$ cat config.mk
export PLATFORM = sky130hd
export DESIGN_NAME = pcsr_regs
export DESIGN_NICKNAME = d
export VERILOG_FILES = /design/src/hdl/pcsr_pkg.sv /design/src/hdl/pcsr_sync.sv /design/src/hdl/pcsr_regs.sv
export SDC_FILE = /design/constraint.sdc
export NUM_CORES = 1
export LEC_CHECK = 0
export BUFFER_PORTS_ARGS = -buffer_cell sky130_fd_sc_hd__buf_2
export CAP_MARGIN = 10
export CORE_MARGIN = 2
export CORE_UTILIZATION = 60
export DETAILED_ROUTE_END_ITERATION = 10
export MAX_ROUTING_LAYER = met4
export PLACE_DENSITY = 0.79
export SKIP_CTS_REPAIR_TIMING = 1
export SLEW_MARGIN = 20
export SYNTH_ARGS = -nofsm -noshare
export SYNTH_HDL_FRONTEND = slang
export SYNTH_HIERARCHICAL = 1
export SYNTH_SLANG_ARGS = --single-unit
$ cat constraint.sdc
create_clock -name core_clk -period 2.96 [get_ports core_clk]
set_input_delay 0.888 -clock core_clk [delete_from_list [all_inputs] [get_ports core_clk]]
set_output_delay 0.888 -clock core_clk [all_outputs]
set_load 0.005 [all_outputs]
$ cat src/hdl/pcsr_pkg.sv
// Constants, field positions and types shared by the PHY control/status register block.
// Assumes a single 40 MHz core clock and a management link sampled by that clock.
package pcsr_pkg;

  localparam int CLK_PERIOD_PS = 25000;
  // Collision test bounds in bit times, and the 100 Mb/s bit time
  localparam int COL_ASSERT_BITS = 512;
  localparam int COL_RELEASE_BITS = 4;
  localparam int BIT_TIME_PS = 10000;
  localparam int COL_ASSERT_CYCLES_RAW = (COL_ASSERT_BITS * BIT_TIME_PS) / CLK_PERIOD_PS;
  localparam int COL_ASSERT_CYCLES = (COL_ASSERT_CYCLES_RAW < 1) ? 1 : COL_ASSERT_CYCLES_RAW;
  localparam int COL_RELEASE_CYCLES_RAW = (COL_RELEASE_BITS * BIT_TIME_PS) / CLK_PERIOD_PS;
  localparam int COL_RELEASE_CYCLES = (COL_RELEASE_CYCLES_RAW < 1) ? 1 : COL_RELEASE_CYCLES_RAW;
  // Synchroniser depth seen by the collision path plus its output flop
  localparam int COL_PATH_CYCLES = 3;

  // Management frame layout
  localparam logic [5:0] PREAMBLE_ONES = 6'h20;
  localparam logic [4:0] HDR_BITS = 5'h0D;
  localparam logic [4:0] TA_BITS = 5'h02;
  localparam logic [4:0] DATA_BITS = 5'h10;
  localparam logic [1:0] OP_READ = 2'h2;
  localparam logic [1:0] OP_WRITE = 2'h1;

  // Register addresses
  localparam logic [4:0] ADDR_CONTROL = 5'h00;
  localparam logic [4:0] ADDR_STATUS = 5'h01;
  localparam logic [4:0] ADDR_EXT_CONTROL = 5'h10;
  localparam logic [4:0] ADDR_DETAIL_STATUS = 5'h11;

  // Control word fields
  localparam int CTL_LOOPBACK = 14;
  localparam int CTL_SPEED = 13;
  localparam int CTL_AN_ENABLE = 12;
  localparam int CTL_LOW_POWER = 11;
  localparam int CTL_ISOLATE = 10;
  localparam int CTL_AN_RESTART = 9;
  localparam int CTL_DUPLEX = 8;
  localparam int CTL_COL_TEST = 7;

  // Status word fields
  localparam int ST_T4 = 15;
  localparam int ST_CW_HI = 14;
  localparam int ST_CW_LO = 6;
  localparam int ST_PREAMBLE_SUPP = 6;
  localparam int ST_AN_COMPLETE = 5;
  localparam int ST_REMOTE_FAULT = 4;
  localparam int ST_AN_ABILITY = 3;
  localparam int ST_LINK = 2;
  localparam int ST_JABBER = 1;
  localparam int ST_EXT_CAP = 0;
  localparam logic [8:0] ST_CW_RESET = 9'h1E0;

  localparam int EXT_OVERRIDE_WE = 15;
  localparam int DET_DUPLEX = 14;
  localparam int DET_REMOTE_FAULT = 1;
  localparam int DET_LINK = 0;

  // Control reset values
  localparam logic CTL_LOOPBACK_RST = 1'b0;
  localparam logic CTL_SPEED_RST = 1'b1;
  localparam logic CTL_AN_ENABLE_RST = 1'b1;
  localparam logic CTL_DUPLEX_RST = 1'b0;
  localparam logic CTL_COL_TEST_RST = 1'b0;

  typedef enum logic [4:0] {
    MS_IDLE = 5'h01,
    MS_HDR = 5'h02,
    MS_TA = 5'h04,
    MS_READ = 5'h08,
    MS_WRITE = 5'h10
  } pcsr_mstate_type;

endpackage

$ cat src/hdl/pcsr_sync.sv
// Two-stage synchroniser for a bundle of asynchronous levels.
// Assumes synchronous active-low reset on the destination clock.
`timescale 1ns/1ps
module pcsr_sync #(
  parameter int WIDTH = 1
) (
  input wire logic core_clk,            // Destination clock
  input wire logic resetn,              // Synchronous reset, active low
  input wire logic [WIDTH-1:0] async_in, // Levels from another domain
  output logic [WIDTH-1:0] sync_out     // Levels safe to read
);

  typedef struct packed {
    logic [WIDTH-1:0] meta;
    logic [WIDTH-1:0] stable;
  } pcsr_sync_state_type;

  pcsr_sync_state_type r;
  pcsr_sync_state_type next_r;

  initial begin
    if (WIDTH < 1) begin
      $error("pcsr_sync: WIDTH must be at least 1");
    end
  end

  always_comb begin
    next_r.meta = async_in;
    next_r.stable = r.meta;
  end

  always_ff @(posedge core_clk) begin
    if (!resetn) begin
      r <= '0;
    end else begin
      r <= next_r;
    end
  end

  assign sync_out = r.stable;

endmodule

$ cat src/hdl/pcsr_regs.sv
// Control and status register bank of a 10/100 PHY, reached over the serial management link.
// Assumes link clock and data, strap, duplex pin, transmit enable and address pins are asynchronous;
// negotiation, link and fault inputs come from core logic on core_clk.
`timescale 1ns/1ps

module pcsr_regs (
  input wire logic core_clk,        // 40 MHz core clock
  input wire logic resetn,          // Synchronous reset, active low
  input wire logic mgmt_clk,        // Management link clock pin
  input wire logic mgmt_data_in,    // Management data pin, input side
  output logic mgmt_data_out,       // Management data pin, output side
  output logic mgmt_data_oe,        // Management data pin, output enable
  input wire logic [4:0] phy_addr,  // Address strap pins
  input wire logic config_mode_strap, // Low hardware mode, high software mode
  input wire logic duplex_select_pin, // Hardware-mode duplex select, high full
  input wire logic txen,            // Transmit enable from the MAC
  input wire logic col_detect,      // Line collision from the datapath
  input wire logic an_started,      // Pulse: negotiation has begun
  input wire logic an_complete,     // Level: negotiation has completed
  input wire logic an_duplex_full,  // Level: negotiated duplex is full
  input wire logic remote_fault,    // Level: partner signals fault
  input wire logic link_ok,         // Level: link monitor sees valid link
  output logic col,                 // Collision to the MAC
  output logic duplex_full,         // Effective duplex, high full
  output logic an_restart,          // Level: negotiation restart request
  output logic an_enable,           // Negotiation enable control
  output logic loopback_en,         // Loopback control
  output logic speed_100,           // Data rate control
  output logic low_power,           // Low-power control
  output logic isolate              // Isolate control
);

  typedef struct packed {
    pcsr_pkg::pcsr_mstate_type st;
    logic [4:0] cnt;
    logic [5:0] ones;
    logic [12:0] hdr;
    logic [15:0] shreg;
    logic mdo;
    logic mdoe;
    logic mdc_prev;
    logic loopback;
    logic speed;
    logic an_en;
    logic low_pwr;
    logic iso;
    logic restart;
    logic duplex;
    logic col_test;
    logic [8:0] cw_bits;
    logic override_we;
    logic an_done_lh;
    logic rfault_lh;
    logic link_ll;
    logic col;
    logic dpx_full;
  } pcsr_state_type;

  pcsr_state_type r;
  pcsr_state_type next_r;

  logic [9:0] sync_in;
  logic [9:0] sync_out;
  logic mdc_s;
  logic mdio_s;
  logic strap_s;
  logic dpx_pin_s;
  logic txen_s;
  logic [4:0] addr_s;

  initial begin
    if (pcsr_pkg::COL_PATH_CYCLES > pcsr_pkg::COL_ASSERT_CYCLES) begin
      $error("pcsr_regs: collision path slower than the assert bound");
    end
  end

  assign sync_in = {phy_addr, txen, duplex_select_pin, config_mode_strap, mgmt_data_in, mgmt_clk};

  pcsr_sync #(.WIDTH(10)) u_sync (
    .core_clk(core_clk),
    .resetn(resetn),
    .async_in(sync_in),
    .sync_out(sync_out)
  );

  assign mdc_s = sync_out[0];
  assign mdio_s = sync_out[1];
  assign strap_s = sync_out[2];
  assign dpx_pin_s = sync_out[3];
  assign txen_s = sync_out[4];
  assign addr_s = sync_out[9:5];

  always_comb begin
    logic rise;
    logic [1:0] op;
    logic [4:0] ad;
    logic [4:0] ra;
    logic [15:0] rdata;
    logic [15:0] wdata;
    logic an_live;
    logic clr_rf;
    logic clr_st;
    rise = 1'b0;
    op = '0;
    ad = '0;
    ra = '0;
    rdata = '0;
    wdata = '0;
    an_live = 1'b0;
    clr_rf = 1'b0;
    clr_st = 1'b0;
    next_r = r;
    next_r.mdc_prev = mdc_s;
    rise = mdc_s & ~r.mdc_prev;
    op = r.hdr[11:10];
    // Address field as it stands one bit before the header completes
    ad = r.hdr[8:4];
    ra = r.hdr[4:0];
    wdata = {r.shreg[14:0], mdio_s};

    // Register read image; capability and constant bits included
    rdata = '0;
    unique case (ra)
      pcsr_pkg::ADDR_CONTROL: begin
        rdata[pcsr_pkg::CTL_LOOPBACK] = r.loopback;
        rdata[pcsr_pkg::CTL_SPEED] = r.speed;
        rdata[pcsr_pkg::CTL_AN_ENABLE] = r.an_en;
        rdata[pcsr_pkg::CTL_LOW_POWER] = r.low_pwr;
        rdata[pcsr_pkg::CTL_ISOLATE] = r.iso;
        rdata[pcsr_pkg::CTL_AN_RESTART] = r.restart;
        rdata[pcsr_pkg::CTL_DUPLEX] = r.duplex;
        rdata[pcsr_pkg::CTL_COL_TEST] = r.col_test; // Bits 6..0 stay zero
      end
      pcsr_pkg::ADDR_STATUS: begin
        rdata[pcsr_pkg::ST_T4] = 1'b0;
        rdata[pcsr_pkg::ST_CW_HI:pcsr_pkg::ST_CW_LO] = r.cw_bits;
        rdata[pcsr_pkg::ST_AN_COMPLETE] = r.an_done_lh;
        rdata[pcsr_pkg::ST_REMOTE_FAULT] = r.rfault_lh;
        rdata[pcsr_pkg::ST_AN_ABILITY] = 1'b1;
        rdata[pcsr_pkg::ST_LINK] = r.link_ll;
        rdata[pcsr_pkg::ST_EXT_CAP] = 1'b1;
        clr_rf = 1'b1;
        clr_st = 1'b1;
      end
      pcsr_pkg::ADDR_EXT_CONTROL: begin
        rdata[pcsr_pkg::EXT_OVERRIDE_WE] = r.override_we;
      end
      pcsr_pkg::ADDR_DETAIL_STATUS: begin
        rdata[pcsr_pkg::DET_DUPLEX] = r.dpx_full & link_ok; // Duplex of an active link
        rdata[pcsr_pkg::DET_REMOTE_FAULT] = r.rfault_lh;
        rdata[pcsr_pkg::DET_LINK] = r.link_ll;
        clr_rf = 1'b1;
      end
      default: begin
        rdata = '0;
      end
    endcase

    // Management frame engine, acting on sampled link clock rising edges
    unique case (r.st)
      pcsr_pkg::MS_IDLE: begin
        if (rise) begin
          if (mdio_s) begin
            if (r.ones != pcsr_pkg::PREAMBLE_ONES) begin
              next_r.ones = r.ones + 6'h01;
            end
          end else begin
            next_r.ones = '0;
            if (r.ones == pcsr_pkg::PREAMBLE_ONES || r.cw_bits[pcsr_pkg::ST_PREAMBLE_SUPP - pcsr_pkg::ST_CW_LO]) begin
              next_r.st = pcsr_pkg::MS_HDR;
              next_r.cnt = '0;
            end
          end
        end
      end
      pcsr_pkg::MS_HDR: begin
        if (rise) begin
          next_r.hdr = {r.hdr[11:0], mdio_s};
          next_r.cnt = r.cnt + 5'h01;
          if (r.cnt == pcsr_pkg::HDR_BITS - 5'h01) begin
            next_r.cnt = '0;
            if (r.hdr[11] && ad == addr_s &&
                ({r.hdr[10:9]} == pcsr_pkg::OP_READ || {r.hdr[10:9]} == pcsr_pkg::OP_WRITE)) begin
              next_r.st = pcsr_pkg::MS_TA;
            end else begin
              next_r.st = pcsr_pkg::MS_IDLE;
            end
          end
        end
      end
      pcsr_pkg::MS_TA: begin
        if (rise) begin
          next_r.cnt = r.cnt + 5'h01;
          if (op == pcsr_pkg::OP_READ && r.cnt == '0) begin
            next_r.mdoe = 1'b1;
            next_r.mdo = 1'b0;
          end
          if (r.cnt == pcsr_pkg::TA_BITS - 5'h01) begin
            next_r.cnt = '0;
            if (op == pcsr_pkg::OP_READ) begin
              next_r.st = pcsr_pkg::MS_READ;
              next_r.mdo = rdata[15];
              next_r.shreg = {rdata[14:0], 1'b0};
              // Clear-on-read reloads from the live condition; a live set wins
              if (clr_rf) begin
                next_r.rfault_lh = remote_fault;
              end
              if (clr_st) begin
                next_r.an_done_lh = an_complete & r.an_en;
              end
              if (clr_rf) begin
                next_r.link_ll = link_ok;
              end
            end else begin
              next_r.st = pcsr_pkg::MS_WRITE;
            end
          end
        end
      end
      pcsr_pkg::MS_READ: begin
        if (rise) begin
          next_r.cnt = r.cnt + 5'h01;
          next_r.mdo = r.shreg[15];
          next_r.shreg = {r.shreg[14:0], 1'b0};
          if (r.cnt == pcsr_pkg::DATA_BITS - 5'h01) begin
            next_r.mdoe = 1'b0;
            next_r.mdo = 1'b0;
            next_r.st = pcsr_pkg::MS_IDLE;
          end
        end
      end
      pcsr_pkg::MS_WRITE: begin
        if (rise) begin
          next_r.cnt = r.cnt + 5'h01;
          next_r.shreg = wdata;
          if (r.cnt == pcsr_pkg::DATA_BITS - 5'h01) begin
            next_r.st = pcsr_pkg::MS_IDLE;
            if (ra == pcsr_pkg::ADDR_CONTROL) begin
              next_r.loopback = wdata[pcsr_pkg::CTL_LOOPBACK];
              next_r.speed = wdata[pcsr_pkg::CTL_SPEED];
              next_r.an_en = wdata[pcsr_pkg::CTL_AN_ENABLE];
              next_r.low_pwr = wdata[pcsr_pkg::CTL_LOW_POWER];
              next_r.iso = wdata[pcsr_pkg::CTL_ISOLATE];
              next_r.duplex = wdata[pcsr_pkg::CTL_DUPLEX];
              next_r.col_test = wdata[pcsr_pkg::CTL_COL_TEST];
              if (wdata[pcsr_pkg::CTL_AN_RESTART] && wdata[pcsr_pkg::CTL_AN_ENABLE]) begin
                next_r.restart = 1'b1;
              end
            end
            if (ra == pcsr_pkg::ADDR_STATUS && r.override_we) begin
              next_r.cw_bits = wdata[pcsr_pkg::ST_CW_HI:pcsr_pkg::ST_CW_LO];
            end
            if (ra == pcsr_pkg::ADDR_EXT_CONTROL) begin
              next_r.override_we = wdata[pcsr_pkg::EXT_OVERRIDE_WE];
            end
          end
        end
      end
      default: begin
        next_r.st = pcsr_pkg::MS_IDLE;
        next_r.mdoe = 1'b0;
      end
    endcase

    // Restart self-clears once negotiation begins, and never stands while disabled
    if (an_started || !next_r.an_en) begin
      next_r.restart = 1'b0;
    end

    // Latching status; a clearing read above has already reloaded the live value
    an_live = an_complete & r.an_en;
    next_r.an_done_lh = next_r.an_done_lh | an_live;
    next_r.rfault_lh = next_r.rfault_lh | remote_fault;
    next_r.link_ll = next_r.link_ll & link_ok;

    // Effective duplex selection
    if (r.loopback) begin
      next_r.dpx_full = 1'b1;
    end else if (!strap_s) begin
      next_r.dpx_full = dpx_pin_s;
    end else if (r.an_en) begin
      next_r.dpx_full = an_duplex_full;
    end else begin
      next_r.dpx_full = r.duplex;
    end

    // Collision: test mode follows transmit enable even in loopback
    if (r.col_test) begin
      next_r.col = txen_s;
    end else begin
      next_r.col = col_detect & ~r.loopback;
    end
  end

  always_ff @(posedge core_clk) begin
    if (!resetn) begin
      r <= '0;
      r.st <= pcsr_pkg::MS_IDLE;
      r.loopback <= pcsr_pkg::CTL_LOOPBACK_RST;
      r.speed <= pcsr_pkg::CTL_SPEED_RST;
      r.an_en <= pcsr_pkg::CTL_AN_ENABLE_RST;
      r.duplex <= pcsr_pkg::CTL_DUPLEX_RST;
      r.col_test <= pcsr_pkg::CTL_COL_TEST_RST;
      r.cw_bits <= pcsr_pkg::ST_CW_RESET;
    end else begin
      r <= next_r;
    end
  end

  assign mgmt_data_out = r.mdo;
  assign mgmt_data_oe = r.mdoe;
  assign col = r.col;
  assign duplex_full = r.dpx_full;
  assign an_restart = r.restart;
  assign an_enable = r.an_en;
  assign loopback_en = r.loopback;
  assign speed_100 = r.speed;
  assign low_power = r.low_pwr;
  assign isolate = r.iso;

endmodule

## Word-level counts from Yosys, hierarchy flattened

Cells that the tools add are included.

- Flip-flop bits (word level): 90

- Reduce and logical (&&, ||, !) cells: 29
- Equality and inequality tests: 32
- Muxes and demuxes: 51
- Add/subtract/negate cells: 2
- Bitwise operators: 11

Operators with widths:

| kind | number |
|---|---|
| 2-to-1 mux 16 bit | 5 |
| 2-to-1 mux 10 bit | 7 |
| one-hot mux 16 bit (3 select lines) | 1 |
| one-hot mux 5 bit (4 select lines) | 2 |
| 2-to-1 mux 18 bit | 2 |
| 2-to-1 mux 17 bit | 2 |
| inequality test 2 bit, second input constant | 13 |
| 2-to-1 mux 6 bit | 3 |
| equality test 5 x 1 -> 1 bit, second input constant | 3 |
| equality test 5 x 4 -> 1 bit, second input constant | 3 |
| equality test 5 bit, second input constant | 3 |
| 2-to-1 mux 3 bit | 5 |
| 2-to-1 mux 5 bit | 3 |
| one-hot mux 7 bit (2 select lines) | 1 |
| 2-to-1 mux 1 bit | 13 |
| AND reduction 4 bit | 3 |
| logical NOT 5 bit | 2 |
| AND reduction 5 bit | 2 |
| 2-to-1 mux 9 bit | 1 |
| AND reduction 9 bit | 1 |
| AND reduction 7 bit | 1 |
| adder 6 x 1 -> 6 bit, second input constant | 1 |
| equality test 6 bit, second input constant | 1 |
| inequality test 6 bit, second input constant | 1 |
| 24 further kinds | 46 |

## Depth between registers and ports, before layout

- Word-level depth: 9
- Depth in mapped cells: 8
- Mapped depth without buffers: 8

## Cells and area by module

The synthesis kept the hierarchy.

Modules (own cells, without submodules):

| module | instances | seq. area each (um2) | area an instance (um2) | cells an instance |
|---|---|---|---|---|
| pcsr_regs | 1 | 1401.3 | 3530.9 | 403 |
| pcsr_sync | 1 | 400.4 | 561.8 | 42 |

## Least setup slack after synthesis

OpenSTA, ideal clock, no wires.

- Path kind: register to register
- Start: register r[61] (netlist bit)
- End: register r[11] (netlist bit)
- Library setup time: 129 ps
- Required time: 2831 ps
- Path slack: 910 ps
- Stages on the path, launching flop included: 9
- Clock period less this slack: 2050 ps
- Data arrival time: 1921 ps
- Cells stage by stage: dfxtp_1 ha_1 and3_1 ha_1 nand4_1 or4b_1 buf_4 mux2i_1 nand2_1

- Cells in the longest elaborated chain, start to end: 2

Ends and longest elaborated chain:

| what | RTL line | RTL |
|---|---|---|
| start, declared | pcsr_regs.sv:59 | `pcsr_state_type r;` |
| start signal, assigned | pcsr_regs.sv:306 | `r <= next_r;` |
| equality test 5 x 4 -> 1 bit | pcsr_regs.sv:236 | `if (r.cnt == pcsr_pkg::DATA_BITS - 5'h01) begin` |
| AND reduction 4 bit (no source line) | - |  |

Every way passes these cells.
A chain may end at the register's enable or synchronous reset.

## Worst setup path in the final report

- Start: register r[61] (netlist bit)
- End: register r[8] (netlist bit)

The elaborated chain is that of the path after synthesis.

==> results <==
- The first routing iteration left approximately 190 violations.
- The repair_antennas step left the layout with diodes totalling 0.
- The run finished with clean final reports.
- Multiplexer cells account for 7.09% of the synthesized area.
- Setup violations remaining at the end of the flow were counted as 0.
- The initial core utilization is 61.3%.
- Routability-driven placement finished with a final weighted congestion of around 0.88.
- The count of endpoints failing hold in the final timing report was 0.
- Once detail routing completed, the nets flagged for antenna violations numbered 0.
- For the pin with the worst max-slew slack, the measured transition is ~0.75 ns.
- Summed over all cells, the static leakage comes to between 0.0015 and 0.002 uW.
- The synthesized area per cell is between 9 and 10 um^2.
- The share of the cycle needed by the critical path after routing is between 80% and 90%.
- The number of cells produced by synthesis is around 450.
- The clock passes through at most 2 buffers.
- By area, the combinational part of the netlist is dominated by simple AND/OR/NAND/NOR gates.
- The number of rows created at floorplan is 30.
- The switching share of power is about 23%.
- The wire-length estimate of the detail-placed layout is slightly below 6000 um.
- The proportion of synthesized chip area in sequential cells is approximately 44%.
- The clock latency on the worst-skew pair is between 0.3 and 0.4 ns.
- The net switching power of the design is approximately 520 uW.
- The worst reg-to-reg setup slack is roughly 0.43 ns.
- The synthesized design contains 90 register bits.
- The floorplan step set the die width to 86.6 um.
- The number of nets at the end of the flow is around 490.
- The count of flip-flops with a built-in enable after synthesis is 0.
- The worst hold-check path type is reg2reg.
- The worst setup path is launched from a register.
- The top cell type by area accounts for ~44% of the synthesized area.
- Counting every sink on the clock net gives 90.
- The via count of the first global-routing pass is roughly 3000.
- After synthesis the cells add up to 4090 um^2.
- The post-layout minimum cycle time is roughly 2.5 ns.
- The areal power density over the cells is approximately 510 nW/um^2.
- The tree is rooted in a clkbuf_8.
- Summing the areas of all compound-gate instances in the mapped netlist gives 17.9% of the synthesized area.
- The area of the die is around 7500 um^2.
- The routed wire length is 8800 um.
- The wire length of the first global-routing pass is around 15000 um.
- The worst slew margin relative to its limit is about half.
- The clock network burns ~43% of the power.
- Per report_power, the sequential group accounts for 54.5% of the total.
- The core outline area is approximately 6700 um^2.
- Yosys printed 6 warnings.
- The internal power of the cells totals roughly 1700 uW.
- The xor/xnor share of the synthesized area is approximately 2.4%.
- The clock-pin slew on the worst setup and hold paths is ~0.09 ns.
- Setup repair after global routing left no endpoint under its margin.
- The worst vdd rail ir drop is 0.590 mV.
- The adder-cell share of the synthesized area is 1.83%.
- The detailed router placed 3320 vias in this run.
- The total grt overflow is 0.
- The TritonCTS clock tree is built.
- In this run, distinct cell masters in the synthesized netlist total 57.
- The required time at the endpoint of the critical path is approximately 3.2 ns.
- The highest net fanout along the worst path is 10.
- The post-synthesis net count is 469.
- Port buffering added 27 buffers.
- At the worst endpoint, the arrival time is between 2 and 3 ns.
- Compared with the post-synthesis result, the final layout area differs by 8.74%.
- The level count of the clock H-tree is 3.
- The critical path is of the reg2reg type.
- The number of slew-limit violations in the final report is 0.
- The post-route netlist has 15.1% of its cells at a drive strength greater than 1.
- The count of fill cells added during filler insertion is between 500 and 600.
- From bottom edge to top edge, the die measures 86.6 um.
- In the post-synthesis netlist, the biggest area contributors are dfxtp_1, mux2i_1, nor2_1.
- Max-cap violations in this run came to 0.
- Among all flip-flop cells after synthesis, the most frequent one is dfxtp_1.
- The initial antenna violation count is 0.
- Dividing the detail-routed wire length by the instance count gives approximately 16 um.
- Using the TritonRoute via totals, the vias-per-cell ratio works out to about 6.0.
- OpenSTA, run right after detailed placement, puts the worst setup slack at between 0.4 and 0.5 ns.
- The minimum setup slack in the final design is about 0.43 ns.
- The first detailed-routing pass ran for 5 iterations.
- Of all cell types, the one taking the most synthesized area is dfxtp_1.
- For this run, the total global-route usage over all layers was measured as 25.8%.
- Counting flops with an async set or reset pin after synthesis yields a share of 0%.
- Static timing analysis puts the maximum clock frequency at ~390 MHz.
- Pin placement for this block handled 28 I/O pins.
- The number of clock buffers added by TritonCTS is 9.
- Per report_power, the combinational group accounts for roughly 2.8% of the total.
- The final total negative setup slack is 0 ns.
- The sort of element at the end of the critical path is a register.
- The post-route clock skew is between 0.01 and 0.015 ns.
- The area share of and/or/nand/nor cells after synthesis is a little over a fifth.
- The maximum number of pins on one net before global-route repair is 49.
- In the routed design, unresolved DRC markers number 0.
[synthesized netlist by cell type (5+ instances only)]
master	n
dfxtp_1	90
nor2_1	47
o21ai_0	33
mux2i_1	29
a21oi_1	22
nand2_1	21
inv_1	16
a22oi_1	13
clkbuf_1	13
nand3_1	13
and2_2	11
and2_1	10
nor3_1	10
a31oi_1	9
a211oi_1	7
buf_6	7
nand4_1	7
ha_1	6
xor2_1	6
o311ai_0	5
o31ai_1	5
xnor2_1	5
[placed cells by master (no fill, tap or decap), drive strengths merged, types with 14 or more instances in the layout]
cell and count:
a21oi 23, nand2 21, and2 21, buf 35, inv 20, nand3 14, dfxtp 90, nor2 47
o21ai 33, mux2i 29
[worst max-delay path, stage by stage (launching register included)]
cell and delay, ns:
dfxtp_1 0.44, ha_1 0.22, and3_1 0.17, ha_1 0.25
nand4_1 0.16, or4b_1 0.82, mux2i_1 0.30, nor2_1 0.06
[path summary, 6_finish.rpt]
path	cells past startpoint	end	from
hold reg to reg	1	u_sync/sync_out[7]	u_sync/next_r[7]
setup / recovery	7	r[8]	r[61]
hold / removal	1	u_sync/sync_out[7]	u_sync/next_r[7]
setup reg to reg	7	r[8]	r[61]
[state kept, by name, summed over array words and instances, names as in the netlist]
register	flops
loopback_en	1
speed_100	1
mgmt_data_oe	1
an_restart	1
low_power	1
r	60
duplex_full	1
mgmt_data_out	1
an_enable	1
u_sync/sync_out	10
col	1
u_sync/next_r	10
isolate	1
[per-layer routing]
layer  vias to the layer above  part of all wire (%)  wire (um)  global-route usage [%]
met1                      1549                    45       3990                    33.4
li1                       1650                     -          -                       -
met5                         -                     0          0                       -
met3                        15                   5.6        492                    3.71
met4                         0                   2.0        176                    10.2
met2                       106                    47       4150                    40.8
[power by group through the flow]
stage	Sequential (uW)	Combinational [uW]	Clock, uW
after floorplan	1260	42.0	0
after global placement	1260	61.6	0
after detailed placement	1260	63.3	0
after CTS	1230	63.9	984
after global routing	1240	71.1	1030
final	1230	64.2	966
[per-stage QoR]
stage	cells	power, uW	area, um^2	utilization, %	hold slack, ns
floorplan	445	1300	4090	-	0.412
global placement	533	1320	4220	63.2	0.417
CTS	549	2280	4450	66.6	0.449
detailed placement	533	1320	4220	63.2	0.426
global route	549	2340	4450	66.6	0.460
finish	549	2260	4450	66.6	0.445
[cell families after synthesis]
group,Yosys count
AND/OR/NAND/NOR,154
AO/OA/AOI/OAI,112
flip-flops,90
buffers and inverters,43
multiplexers,29
XOR/XNOR,11
adder cells (fa/ha/maj),6
[cell type report]
cell class                      instances  area (um^2)  share of cell area [%]
Tap cell                               80          100                    2.25
Multi-Input combinational cell        312         2060                    46.4
Sequential cell                        90         1800                    40.5
Clock buffer                            9          124                    2.78
Clock inverter                          7          105                    2.36
Timing Repair Buffer                   35          195                    4.39
Inverter                               16         60.1                    1.35
Power figures use the tool's default switching activity.
